<file path="config.mk">
export PLATFORM = sky130hd
export DESIGN_NAME = pps_port
export DESIGN_NICKNAME = d
export VERILOG_FILES = /design/src/rtl/pps_pkg.sv /design/src/rtl/pps_fifo.sv /design/src/rtl/pps_port.sv
export SDC_FILE = /design/constraint.sdc
export NUM_CORES = 1
export LEC_CHECK = 0
export BUFFER_PORTS_ARGS = -buffer_cell sky130_fd_sc_hd__clkbuf_2
export CORE_MARGIN = 1.5
export CORE_UTILIZATION = 59
export CTS_CLUSTER_DIAMETER = 80
export DETAILED_ROUTE_END_ITERATION = 10
export GPL_ROUTABILITY_DRIVEN = 0
export GPL_TIMING_DRIVEN = 0
export PLACE_DENSITY = 0.79
export SETUP_SLACK_MARGIN = 0.4
export SLEW_MARGIN = 20
export SYNTH_ARGS = -nofsm -noshare
export SYNTH_HDL_FRONTEND = slang
export SYNTH_SLANG_ARGS = --single-unit
</file>
<file path="constraint.sdc">
create_clock -name CORE_CLK -period 3.99 [get_ports CORE_CLK]
set_clock_uncertainty 0.1 [all_clocks]
set_input_delay 0.1995 -clock CORE_CLK [delete_from_list [all_inputs] [get_ports CORE_CLK]]
set_output_delay 0.1995 -clock CORE_CLK [all_outputs]
set_load 0.03 [all_outputs]
</file>
<file path="src/rtl/pps_pkg.sv">
`default_nettype none

package pps_pkg;

  // ----------------------------------------------------------------
  // Word layout on every port direction.
  // ----------------------------------------------------------------
  localparam int WORD_W     = 10;
  localparam int SYM_W      = 4;
  localparam int DATA_W     = 8;
  localparam int PAR_POS    = 9;
  localparam int CTRL_POS   = 8;
  localparam int SYM1_MSB   = 7;
  localparam int SYM1_LSB   = 4;
  localparam int SYM2_MSB   = 3;
  localparam int SYM2_LSB   = 0;
  localparam int NUM_PORTS  = 2;
  localparam int FIFO_DEPTH = 8;

  // ----------------------------------------------------------------
  // Reset values.
  // ----------------------------------------------------------------
  // An idle word of all-zero data with odd parity: parity bit set.
  localparam logic [9:0] IDLE_WORD = 10'h200;

  // ----------------------------------------------------------------
  // Request checker states.
  // ----------------------------------------------------------------
  typedef enum logic [0:0]
  {
    PPS_CHK_OK  = 1'b0,
    PPS_CHK_ERR = 1'b1
  } pps_chk_t;

endpackage : pps_pkg

`default_nettype wire

</file>
<file path="src/rtl/pps_fifo.sv">
`timescale 1ns/10ps
`default_nettype none

module pps_fifo #(
  parameter int WIDTH = 10,
  parameter int DEPTH = 8
) (
  input  wire logic             clk,     // Core clock.
  input  wire logic             rst,     // Asynchronous reset, high.
  input  wire logic [WIDTH-1:0] in_data, // Word to store.
  input  wire logic             in_valid,// Word offered.
  output var  logic             in_ready,// Room available.
  output var  logic [WIDTH-1:0] out_data,// Oldest word.
  output var  logic             out_valid,// Oldest word present.
  input  wire logic             out_ready // Drain side takes word.
);

  localparam int AW = $clog2(DEPTH);

  logic [WIDTH-1:0] mem [DEPTH];
  logic [AW-1:0]    wr_ptr_r;
  logic [AW-1:0]    rd_ptr_r;
  logic [AW:0]      count_r;
  logic [AW:0]      count_nxt;
  logic             in_ready_r;
  logic             push;
  logic             pop;

  // ----------------------------------------------------------------
  // Handshake terms.
  // ----------------------------------------------------------------
  // Empty comes from the occupancy count; ready is a flop so the port
  // that faces the core never carries a combinational path.
  assign in_ready  = in_ready_r;
  assign out_valid = (count_r != '0);
  assign out_data  = mem[rd_ptr_r];
  assign push      = in_valid && in_ready;
  assign pop       = out_valid && out_ready;

  // Storage writes; no reset needed on the array.
  always_ff @(posedge clk)
  begin
    if (push)
    begin
      mem[wr_ptr_r] <= in_data;
    end
  end

  // Next occupancy, shared by the count and the registered ready.
  always_comb
  begin
    count_nxt = count_r;
    if (push && !pop)
    begin
      count_nxt = count_r + 1'b1;
    end
    else if (pop && !push)
    begin
      count_nxt = count_r - 1'b1;
    end
  end

  // Pointer and count bookkeeping.
  always_ff @(posedge clk or posedge rst)
  begin
    if (rst)
    begin
      wr_ptr_r <= '0;
      rd_ptr_r <= '0;
      count_r  <= '0;
      in_ready_r <= 1'b1;
    end
    else
    begin
      if (push)
      begin
        wr_ptr_r <= (wr_ptr_r == AW'(DEPTH-1)) ? '0 : wr_ptr_r + 1'b1;
      end
      if (pop)
      begin
        rd_ptr_r <= (rd_ptr_r == AW'(DEPTH-1)) ? '0 : rd_ptr_r + 1'b1;
      end
      count_r    <= count_nxt;
      in_ready_r <= (count_nxt != (AW+1)'(DEPTH));
    end
  end
endmodule : pps_fifo

`default_nettype wire

</file>
<file path="src/rtl/pps_port.sv">
`timescale 1ns/10ps
`default_nettype none

module pps_port #(
  parameter int DEPTH = pps_pkg::FIFO_DEPTH
) (
  input  wire logic       CORE_CLK,            // Byte clock, 10 MHz.
  input  wire logic       RST,                 // Asynchronous reset, high.
  // Port one.
  output var  logic       PORT1_OUT_PARITY,    // Indicate odd parity.
  output var  logic       PORT1_OUT_CTRL_FLAG, // Indicate control flag.
  output var  logic [7:0] PORT1_OUT_SYMBOLS,   // Indicate symbol pair.
  input  wire logic       PORT1_IN_PARITY,     // Request odd parity.
  input  wire logic       PORT1_IN_CTRL_FLAG,  // Request control flag.
  input  wire logic [7:0] PORT1_IN_SYMBOLS,    // Request symbol pair.
  // Port two.
  output var  logic       PORT2_OUT_PARITY,    // Indicate odd parity.
  output var  logic       PORT2_OUT_CTRL_FLAG, // Indicate control flag.
  output var  logic [7:0] PORT2_OUT_SYMBOLS,   // Indicate symbol pair.
  input  wire logic       PORT2_IN_PARITY,     // Request odd parity.
  input  wire logic       PORT2_IN_CTRL_FLAG,  // Request control flag.
  input  wire logic [7:0] PORT2_IN_SYMBOLS,    // Request symbol pair.
  // Core side, indicate sources (one word per port).
  input  wire logic       P1_SRC_CTRL,         // Port one symbols are control.
  input  wire logic [3:0] P1_SRC_SYM1,         // Port one first symbol.
  input  wire logic [3:0] P1_SRC_SYM2,         // Port one second symbol.
  input  wire logic       P1_SRC_VALID,        // Port one word offered.
  output var  logic       P1_SRC_READY,        // Port one FIFO has room.
  input  wire logic       P2_SRC_CTRL,         // Port two symbols are control.
  input  wire logic [3:0] P2_SRC_SYM1,         // Port two first symbol.
  input  wire logic [3:0] P2_SRC_SYM2,         // Port two second symbol.
  input  wire logic       P2_SRC_VALID,        // Port two word offered.
  input  wire logic       PORT_HOLD,           // Stall both indicate paths.
  // Core side, received request words.
  output var  logic       P1_RX_CTRL,          // Port one received flag.
  output var  logic [7:0] P1_RX_SYMBOLS,       // Port one received pair.
  output var  logic       P1_PAR_ERR,          // Port one parity error pulse.
  output var  logic       P2_RX_CTRL,          // Port two received flag.
  output var  logic [7:0] P2_RX_SYMBOLS,       // Port two received pair.
  output var  logic       P2_PAR_ERR           // Port two parity error pulse.
);

  localparam int W = pps_pkg::WORD_W;

  // ----------------------------------------------------------------
  // Word helpers.
  // ----------------------------------------------------------------
  // ten-bit word
  // Builds the ten-bit word with parity so the ones count is odd.
  function automatic logic [9:0] pack_word(input logic ctrl, input logic [3:0] s1,
                                           input logic [3:0] s2);
    logic [8:0] body;
    body = {ctrl, s1, s2};
    return {~(^body), body};
  endfunction : pack_word

  // True when the ten bits hold an even count of ones.
  function automatic logic parity_bad(input logic [9:0] w);
    return ~(^w);
  endfunction : parity_bad

  logic [W-1:0] p1_fifo_out;
  logic [W-1:0] p2_fifo_out;
  logic         p1_fifo_valid;
  logic         p2_fifo_valid;
  logic         drain;

  // ----------------------------------------------------------------
  // Indicate path buffering.
  // ----------------------------------------------------------------
  // Both ports drain together so the two paths stay word-aligned;
  // the trade-off is that neither port can be stalled on its own.
  assign drain = !PORT_HOLD;

  pps_fifo #(
    .WIDTH (W),
    .DEPTH (DEPTH)
  ) u_fifo1 (
    .clk       (CORE_CLK),
    .rst       (RST),
    .in_data   (pack_word(P1_SRC_CTRL, P1_SRC_SYM1, P1_SRC_SYM2)),
    .in_valid  (P1_SRC_VALID),
    .in_ready  (P1_SRC_READY),
    .out_data  (p1_fifo_out),
    .out_valid (p1_fifo_valid),
    .out_ready (drain)
  );

  pps_fifo #(
    .WIDTH (W),
    .DEPTH (DEPTH)
  ) u_fifo2 (
    .clk       (CORE_CLK),
    .rst       (RST),
    .in_data   (pack_word(P2_SRC_CTRL, P2_SRC_SYM1, P2_SRC_SYM2)),
    .in_valid  (P2_SRC_VALID),
    .in_ready  (),
    .out_data  (p2_fifo_out),
    .out_valid (p2_fifo_valid),
    .out_ready (drain)
  );

  // ----------------------------------------------------------------
  // Indicate drivers.
  // ----------------------------------------------------------------
  // port one parity
  // one word per cycle
  // An empty FIFO sends the idle word so parity on the pins stays odd.
  always_ff @(posedge CORE_CLK or posedge RST)
  begin
    if (RST)
    begin
      {PORT1_OUT_PARITY, PORT1_OUT_CTRL_FLAG, PORT1_OUT_SYMBOLS} <= pps_pkg::IDLE_WORD;
    end
    else if (drain)
    begin
      {PORT1_OUT_PARITY, PORT1_OUT_CTRL_FLAG, PORT1_OUT_SYMBOLS} <=
        p1_fifo_valid ? p1_fifo_out : pps_pkg::IDLE_WORD;
    end
  end

  always_ff @(posedge CORE_CLK or posedge RST)
  begin
    if (RST)
    begin
      {PORT2_OUT_PARITY, PORT2_OUT_CTRL_FLAG, PORT2_OUT_SYMBOLS} <= pps_pkg::IDLE_WORD;
    end
    else if (drain)
    begin
      {PORT2_OUT_PARITY, PORT2_OUT_CTRL_FLAG, PORT2_OUT_SYMBOLS} <=
        p2_fifo_valid ? p2_fifo_out : pps_pkg::IDLE_WORD;
    end
  end

  // ----------------------------------------------------------------
  // Request sampling.
  // ----------------------------------------------------------------
  // Pins come from another chip, so two flops before any logic.
  logic [W-1:0] p1_meta_r;
  logic [W-1:0] p1_sync_r;
  logic [W-1:0] p2_meta_r;
  logic [W-1:0] p2_sync_r;

  always_ff @(posedge CORE_CLK or posedge RST)
  begin
    if (RST)
    begin
      p1_meta_r <= pps_pkg::IDLE_WORD;
      p1_sync_r <= pps_pkg::IDLE_WORD;
      p2_meta_r <= pps_pkg::IDLE_WORD;
      p2_sync_r <= pps_pkg::IDLE_WORD;
    end
    else
    begin
      p1_meta_r <= {PORT1_IN_PARITY, PORT1_IN_CTRL_FLAG, PORT1_IN_SYMBOLS};
      p1_sync_r <= p1_meta_r;
      p2_meta_r <= {PORT2_IN_PARITY, PORT2_IN_CTRL_FLAG, PORT2_IN_SYMBOLS};
      p2_sync_r <= p2_meta_r;
    end
  end

  // ----------------------------------------------------------------
  // Request checking and delivery.
  // ----------------------------------------------------------------
  // parity check
  // relies on odd request parity
  // Bad words are still delivered; only the error pulse marks them.
  always_ff @(posedge CORE_CLK or posedge RST)
  begin
    if (RST)
    begin
      P1_RX_CTRL    <= 1'b0;
      P1_RX_SYMBOLS <= 8'h00;
      P1_PAR_ERR    <= 1'b0;
      P2_RX_CTRL    <= 1'b0;
      P2_RX_SYMBOLS <= 8'h00;
      P2_PAR_ERR    <= 1'b0;
    end
    else
    begin
      P1_RX_CTRL    <= p1_sync_r[pps_pkg::CTRL_POS];
      P1_RX_SYMBOLS <= p1_sync_r[pps_pkg::SYM1_MSB:pps_pkg::SYM2_LSB];
      P1_PAR_ERR    <= parity_bad(p1_sync_r);
      P2_RX_CTRL    <= p2_sync_r[pps_pkg::CTRL_POS];
      P2_RX_SYMBOLS <= p2_sync_r[pps_pkg::SYM1_MSB:pps_pkg::SYM2_LSB];
      P2_PAR_ERR    <= parity_bad(p2_sync_r);
    end
  end
endmodule : pps_port

`default_nettype wire

</file>
After elaboration in Yosys (flattened, before gate mapping)
Memories as Yosys holds them, arrays and structs flattened.
Cells that the tools add are included.
{"block": "classes", "addsub": 8, "eq_ne": 6, "mux": 14, "bitwise": 4, "n_reduce_logical": 19}
{"operator": "2-to-1 mux 10 bit", "n": 2}
{"operator": "XOR reduction 10 bit", "n": 2}
{"operator": "XOR reduction 9 bit", "n": 2}
{"operator": "2-to-1 mux 4 bit", "n": 4}
{"operator": "adder 3 x 1 -> 3 bit (second input constant)", "n": 4}
{"operator": "== test 3 bit (second input constant)", "n": 4}
{"operator": "2-to-1 mux 3 bit", "n": 4}
{"operator": "adder 4 x 1 -> 4 bit (second input constant)", "n": 2}
{"operator": "logical AND 1 bit", "n": 8}
{"operator": "!= test 4 bit (second input constant)", "n": 2}
{"operator": "nonzero test 4 bit", "n": 2}
{"operator": "subtractor 4 x 1 -> 4 bit (second input constant)", "n": 2}
{"operator": "logical NOT 1 bit", "n": 5}
{"operator": "2-to-1 mux 1 bit", "n": 4}
{"operator": "inverter 1 bit", "n": 4}
{"block": "totals", "ff_bits": 102, "ram_bits": 160, "inputBits": 43, "out_inout_bits": 41, "wordCells": 77, "memories": 2}
{"name": "u_fifo1.mem", "depth": 8, "width": 10, "read_ports": 1, "rd_clocked_by_memory_dff": 0, "wr": 1, "line_no": "pps_fifo.sv:20", "rtl": "logic [WIDTH-1:0] mem [DEPTH];"}
{"name": "u_fifo2.mem", "depth": 8, "width": 10, "read_ports": 1, "rd_clocked_by_memory_dff": 0, "wr": 1, "line_no": "pps_fifo.sv:20"}

Logic depth before layout (Yosys ltp)
{"block": "depth", "ltp_word": 6, "ltp_mapped": 8, "ltp_nobuf": 6}

Modules after synthesis
Synthesis repeated with hierarchy kept, for this count alone.
{"block": "unflattened", "cells_unflattened": 570, "hier_area_um2": 10153.5}
{"module": "pps_fifo at u_fifo2", "instances": 1, "cells_each": 197, "area_per_inst_um2": 3807.4, "seq_area_each_um2": 2678.8}
{"module": "pps_fifo at u_fifo1", "instances": 1, "cells_each": 197, "area_per_inst_um2": 3737.3, "seq_area_each_um2": 2678.8}
{"module": "pps_port", "instances": 1, "cells_each": 176, "area_per_inst_um2": 2608.8, "seq_area_each_um2": 2009.4}

Worst setup path after synthesis
OpenSTA, ideal clock, no wires.
{"block": "synth_path", "path_kind": "flip-flop to flip-flop", "from": "reg u_fifo1.in_ready_r, in the netlist u_fifo1.in_ready", "to": "mem u_fifo1.mem[0][0], enable pin", "setup_ps": 403, "t_arrival_ps": 1926, "path_slack_ps": 1561, "stages_incl_launch_ff": 4, "path_buffers": 1, "synth_period_minus_slack_ps": 2429, "path_cell_list": "dfstp_2 nand2_1 buf_2 nor4_1"}
{"block": "synth_via", "elab_chain_cells": 3}
{"element": "from (decl)", "line_no": "pps_fifo.sv:25", "rtl": "logic in_ready_r;"}
{"element": "from (signal assigned)", "line_no": "pps_fifo.sv:84", "rtl": "in_ready_r <= (count_nxt != (AW+1)'(DEPTH));"}
{"element": "logical AND 1 bit", "line_no": "pps_fifo.sv:37", "rtl": "assign push = in_valid && in_ready;"}
{"element": "2-to-1 mux 1 bit", "line_no": "pps_fifo.sv:43", "rtl": "if (push)"}
{"element": "2-to-1 mux 1 bit (implied by the code)", "line_no": "pps_fifo.sv:45", "rtl": "mem[wr_ptr_r] <= in_data;"}
{"element": "to (decl)", "line_no": "pps_fifo.sv:20"}
No other way between the ends.

Worst setup path in the final report
{"block": "layout_path", "from": "reg u_fifo1.in_ready_r, in the netlist u_fifo1.in_ready", "to": "mem u_fifo1.mem[5][8], enable pin"}
The elaborated chain is that of the path after synthesis.

==> results.cfg <==
[outcome]
status = completed

[timing]
fin_crit_ps = 2370
fin_setup_tns_ps = 0
rsz0062_at_grt = false
final-max-slew-violation-count = 0
post-route-period-util = 0.594
worst_slew_pin_slew_ps = 1100
fmax_ghz = 0.422
max_slew_margin = 0.264
finalSetupViolCount = 0
hold_viol = 0

[cts]
clk_pin_slew_worst_paths_ps = 60
cts_buffer_depth = 3
clk_latency_ps = 520
cts_tree = built
clockRootBuffer = clkbuf_16
ctsHtreeMaxLevel = 1
numCtsBuffers = 26
cts_sinks = 262
postCtsSetupRepairBufs = 0
ctsResizeCount = 0

[drt]
ant_nets = 0
dr.pass1.iters = 5
vias_per_cell = 5.82
routedWlPerCell_um = 21.0
vias = 5545
drtIter0Drc = 418
drc = 0
totalWireLength_um = 20000

[worst_setup_path]
ff2ff_setup_slack_ps = 1620
cp.arrival_ps = 2400
start_kind = flop
critPathKind = flop to flop
r2r-end = u_fifo1.mem[5][8]$_DFFE_PP_
end_kind = flop
rr_startpoint = u_fifo1.in_ready$_DFF_PP1_
critical_path_required_ps = 4020
reg2reg_depth = 3
crit_fanout = 10

[worst_hold_path]
hold_path_startpoint = P1_SRC_VALID
min_path_type = input port to flop
whs_path_depth = 4
holdPathEnd = u_fifo1.wr_ptr_r[2]$_DFFE_PP0P_

[final_layout]
nNetsFinal = 767
fillers = 977
layout-drive-gt1-share = 0.294
antenna_cells = 0
seqCellArea_um2 = 7370
final_cells = 952
layout_common_cells = edfxtp_1, dfrtp_1, clkbuf_2
area_growth_pct = 21.9
multi_input_area_um2 = 2500
layout_commonest_cell = edfxtp_1

[floorplanning]
ios = 84
coreArea_um2 = 16500
start_util = 0.601
dieArea_um2 = 17600
placement_rows = 47
die_y_um = 133
die_w_um = 133

[power_and_ir_drop]
vdd_ir_drop_max_mv = 0.393
power.density_nw_per_um2 = 718
p_leak_nw = 4.65

[logic_synthesis]
synth_nets = 605
synth_flop_cell = edfxtp_1
yosysSeqAreaShare = 0.742
ys_async_sr_fraction = 0.389
yosysWarnings = 0
ys_types = 54
syn_area_per_cell_um2 = 18.1
synth_cells = 550
syn_area_um2 = 9930
synth-seq-cells = 262
synth_edf_count = 160

[flow_run]
maxCapViolCount = 0

[global_route]
grt_use_total = 0.236
antenna_found_initial = 0
grt.overflow.total = 0
grt_pass1_vias = 5828
grt_pass1_wl_um = 31900
grt_max_degree = 71

[placed_design]
port_buffers = 82
dpl.hpwl_um = 12500
place_inst = 864
[synth_stat cells (3+ instances only)]
cell type  count  share of area
mux2_2         4         0.0045
inv_1          7         0.0026
nor2_1        13         0.0049
dfrtp_1       94           0.24
nor3_1        13         0.0066
edfxtp_1     160           0.48
xnor2_1       34          0.030
a21oi_1        5         0.0025
nand2b_1       5         0.0032
buf_2          6         0.0030
a21o_1         6         0.0045
mux2i_1       19          0.019
nand3_1        5         0.0025
dfstp_2        8          0.021
or3_1          4         0.0025
clkbuf_1       8         0.0030
mux4_2        40          0.091
nand2_1       39          0.015
ha_1          12          0.015
o211a_1        3         0.0030
buf_4          3         0.0023
o21ai_0       22          0.011
[cells by family after synthesis]
logic type,share of synthesized area
flip-flops,0.742
AND/OR/NAND/NOR,0.0481
multiplexers,0.114
AO/OA/AOI/OAI,0.0362
XOR/XNOR,0.0318
buffers and inverters,0.0125
adder cells (fa/ha/maj),0.0151
[registers in the layout, indices dropped and copies added, names as in the netlist, 4 cells and up]
register,flops
p1_sync_r,10
u_fifo2.mem,80
u_fifo1.mem,80
P1_RX_SYMBOLS,8
p2_meta_r,10
p2_sync_r,10
p1_meta_r,10
u_fifo1.count_r,4
PORT2_OUT_SYMBOLS,8
PORT1_OUT_SYMBOLS,8
P2_RX_SYMBOLS,8
u_fifo2.count_r,4
[area by class of cell]
class                      count  share of cell area
clock buffer                  34              0.0613
clock inverter                14              0.0144
multi-input combinational    261               0.206
buffer                        19             0.00775
sequential                   262               0.608
timing repair buffer         134              0.0764
tap                          220              0.0227
inverter                       8             0.00289
[how the worst max path moves through the flow]
stage,from,endpoint,slack (ps)
after detailed placement,u_fifo1.in_ready$_DFF_PP1_,u_fifo1.mem[3][6]$_DFFE_PP_,1560
final,u_fifo1.in_ready$_DFF_PP1_,u_fifo1.mem[5][8]$_DFFE_PP_,1620
after CTS,u_fifo1.in_ready$_DFF_PP1_,u_fifo1.mem[7][9]$_DFFE_PP_,1570
after floorplan,RST,P1_PAR_ERR$_DFF_PP0_,1030
after global routing,u_fifo1.in_ready$_DFF_PP1_,u_fifo1.mem[5][8]$_DFFE_PP_,1520
after global placement,RST,u_fifo1.count_r[3]$_DFF_PP0_,2
[through the flow]
stage	hold slack, ps	area (um2)	power, mW	setup WS (ps)	util
finish	121	12100	8.70	1620	0.733
global route	145	12100	9.09	1520	0.733
CTS	106	12100	8.72	1570	0.732
detailed placement	105	10800	6.12	1560	0.653
global placement	195	10600	5.90	1.63	0.642
floorplan	104	9930	5.38	1030	-
[worst max-delay path, stage by stage (launching register included)]
cell and delay [ps]:
dfstp_2 610, and2_1 240, nand2_1 180, nor2_1 860
[metal layers]
layer,share of wire,track usage,wire length [um]
met1,0.41,0.337,8300
met2,0.50,0.384,10000
met3,0.058,0.0364,1170
met4,0.026,0.0757,529
met5,0,0,0
[where the power goes]
| group | total (mW) | internal [mW] | switching (mW) |
|---|---|---|---|
| combinational | 2.39 | 1.03 | 1.35 |
| clock | 2.55 | 1.57 | 0.985 |
| sequential | 3.76 | 3.43 | 0.327 |
[what timing repair did]
item                                    in CTS  in global routing
endpoints found under the setup margin       0                  0
hold buffers                                40                  0
hold endpoints to repair                   263                  0
Note: power is estimated with default switching activity, not from simulation.
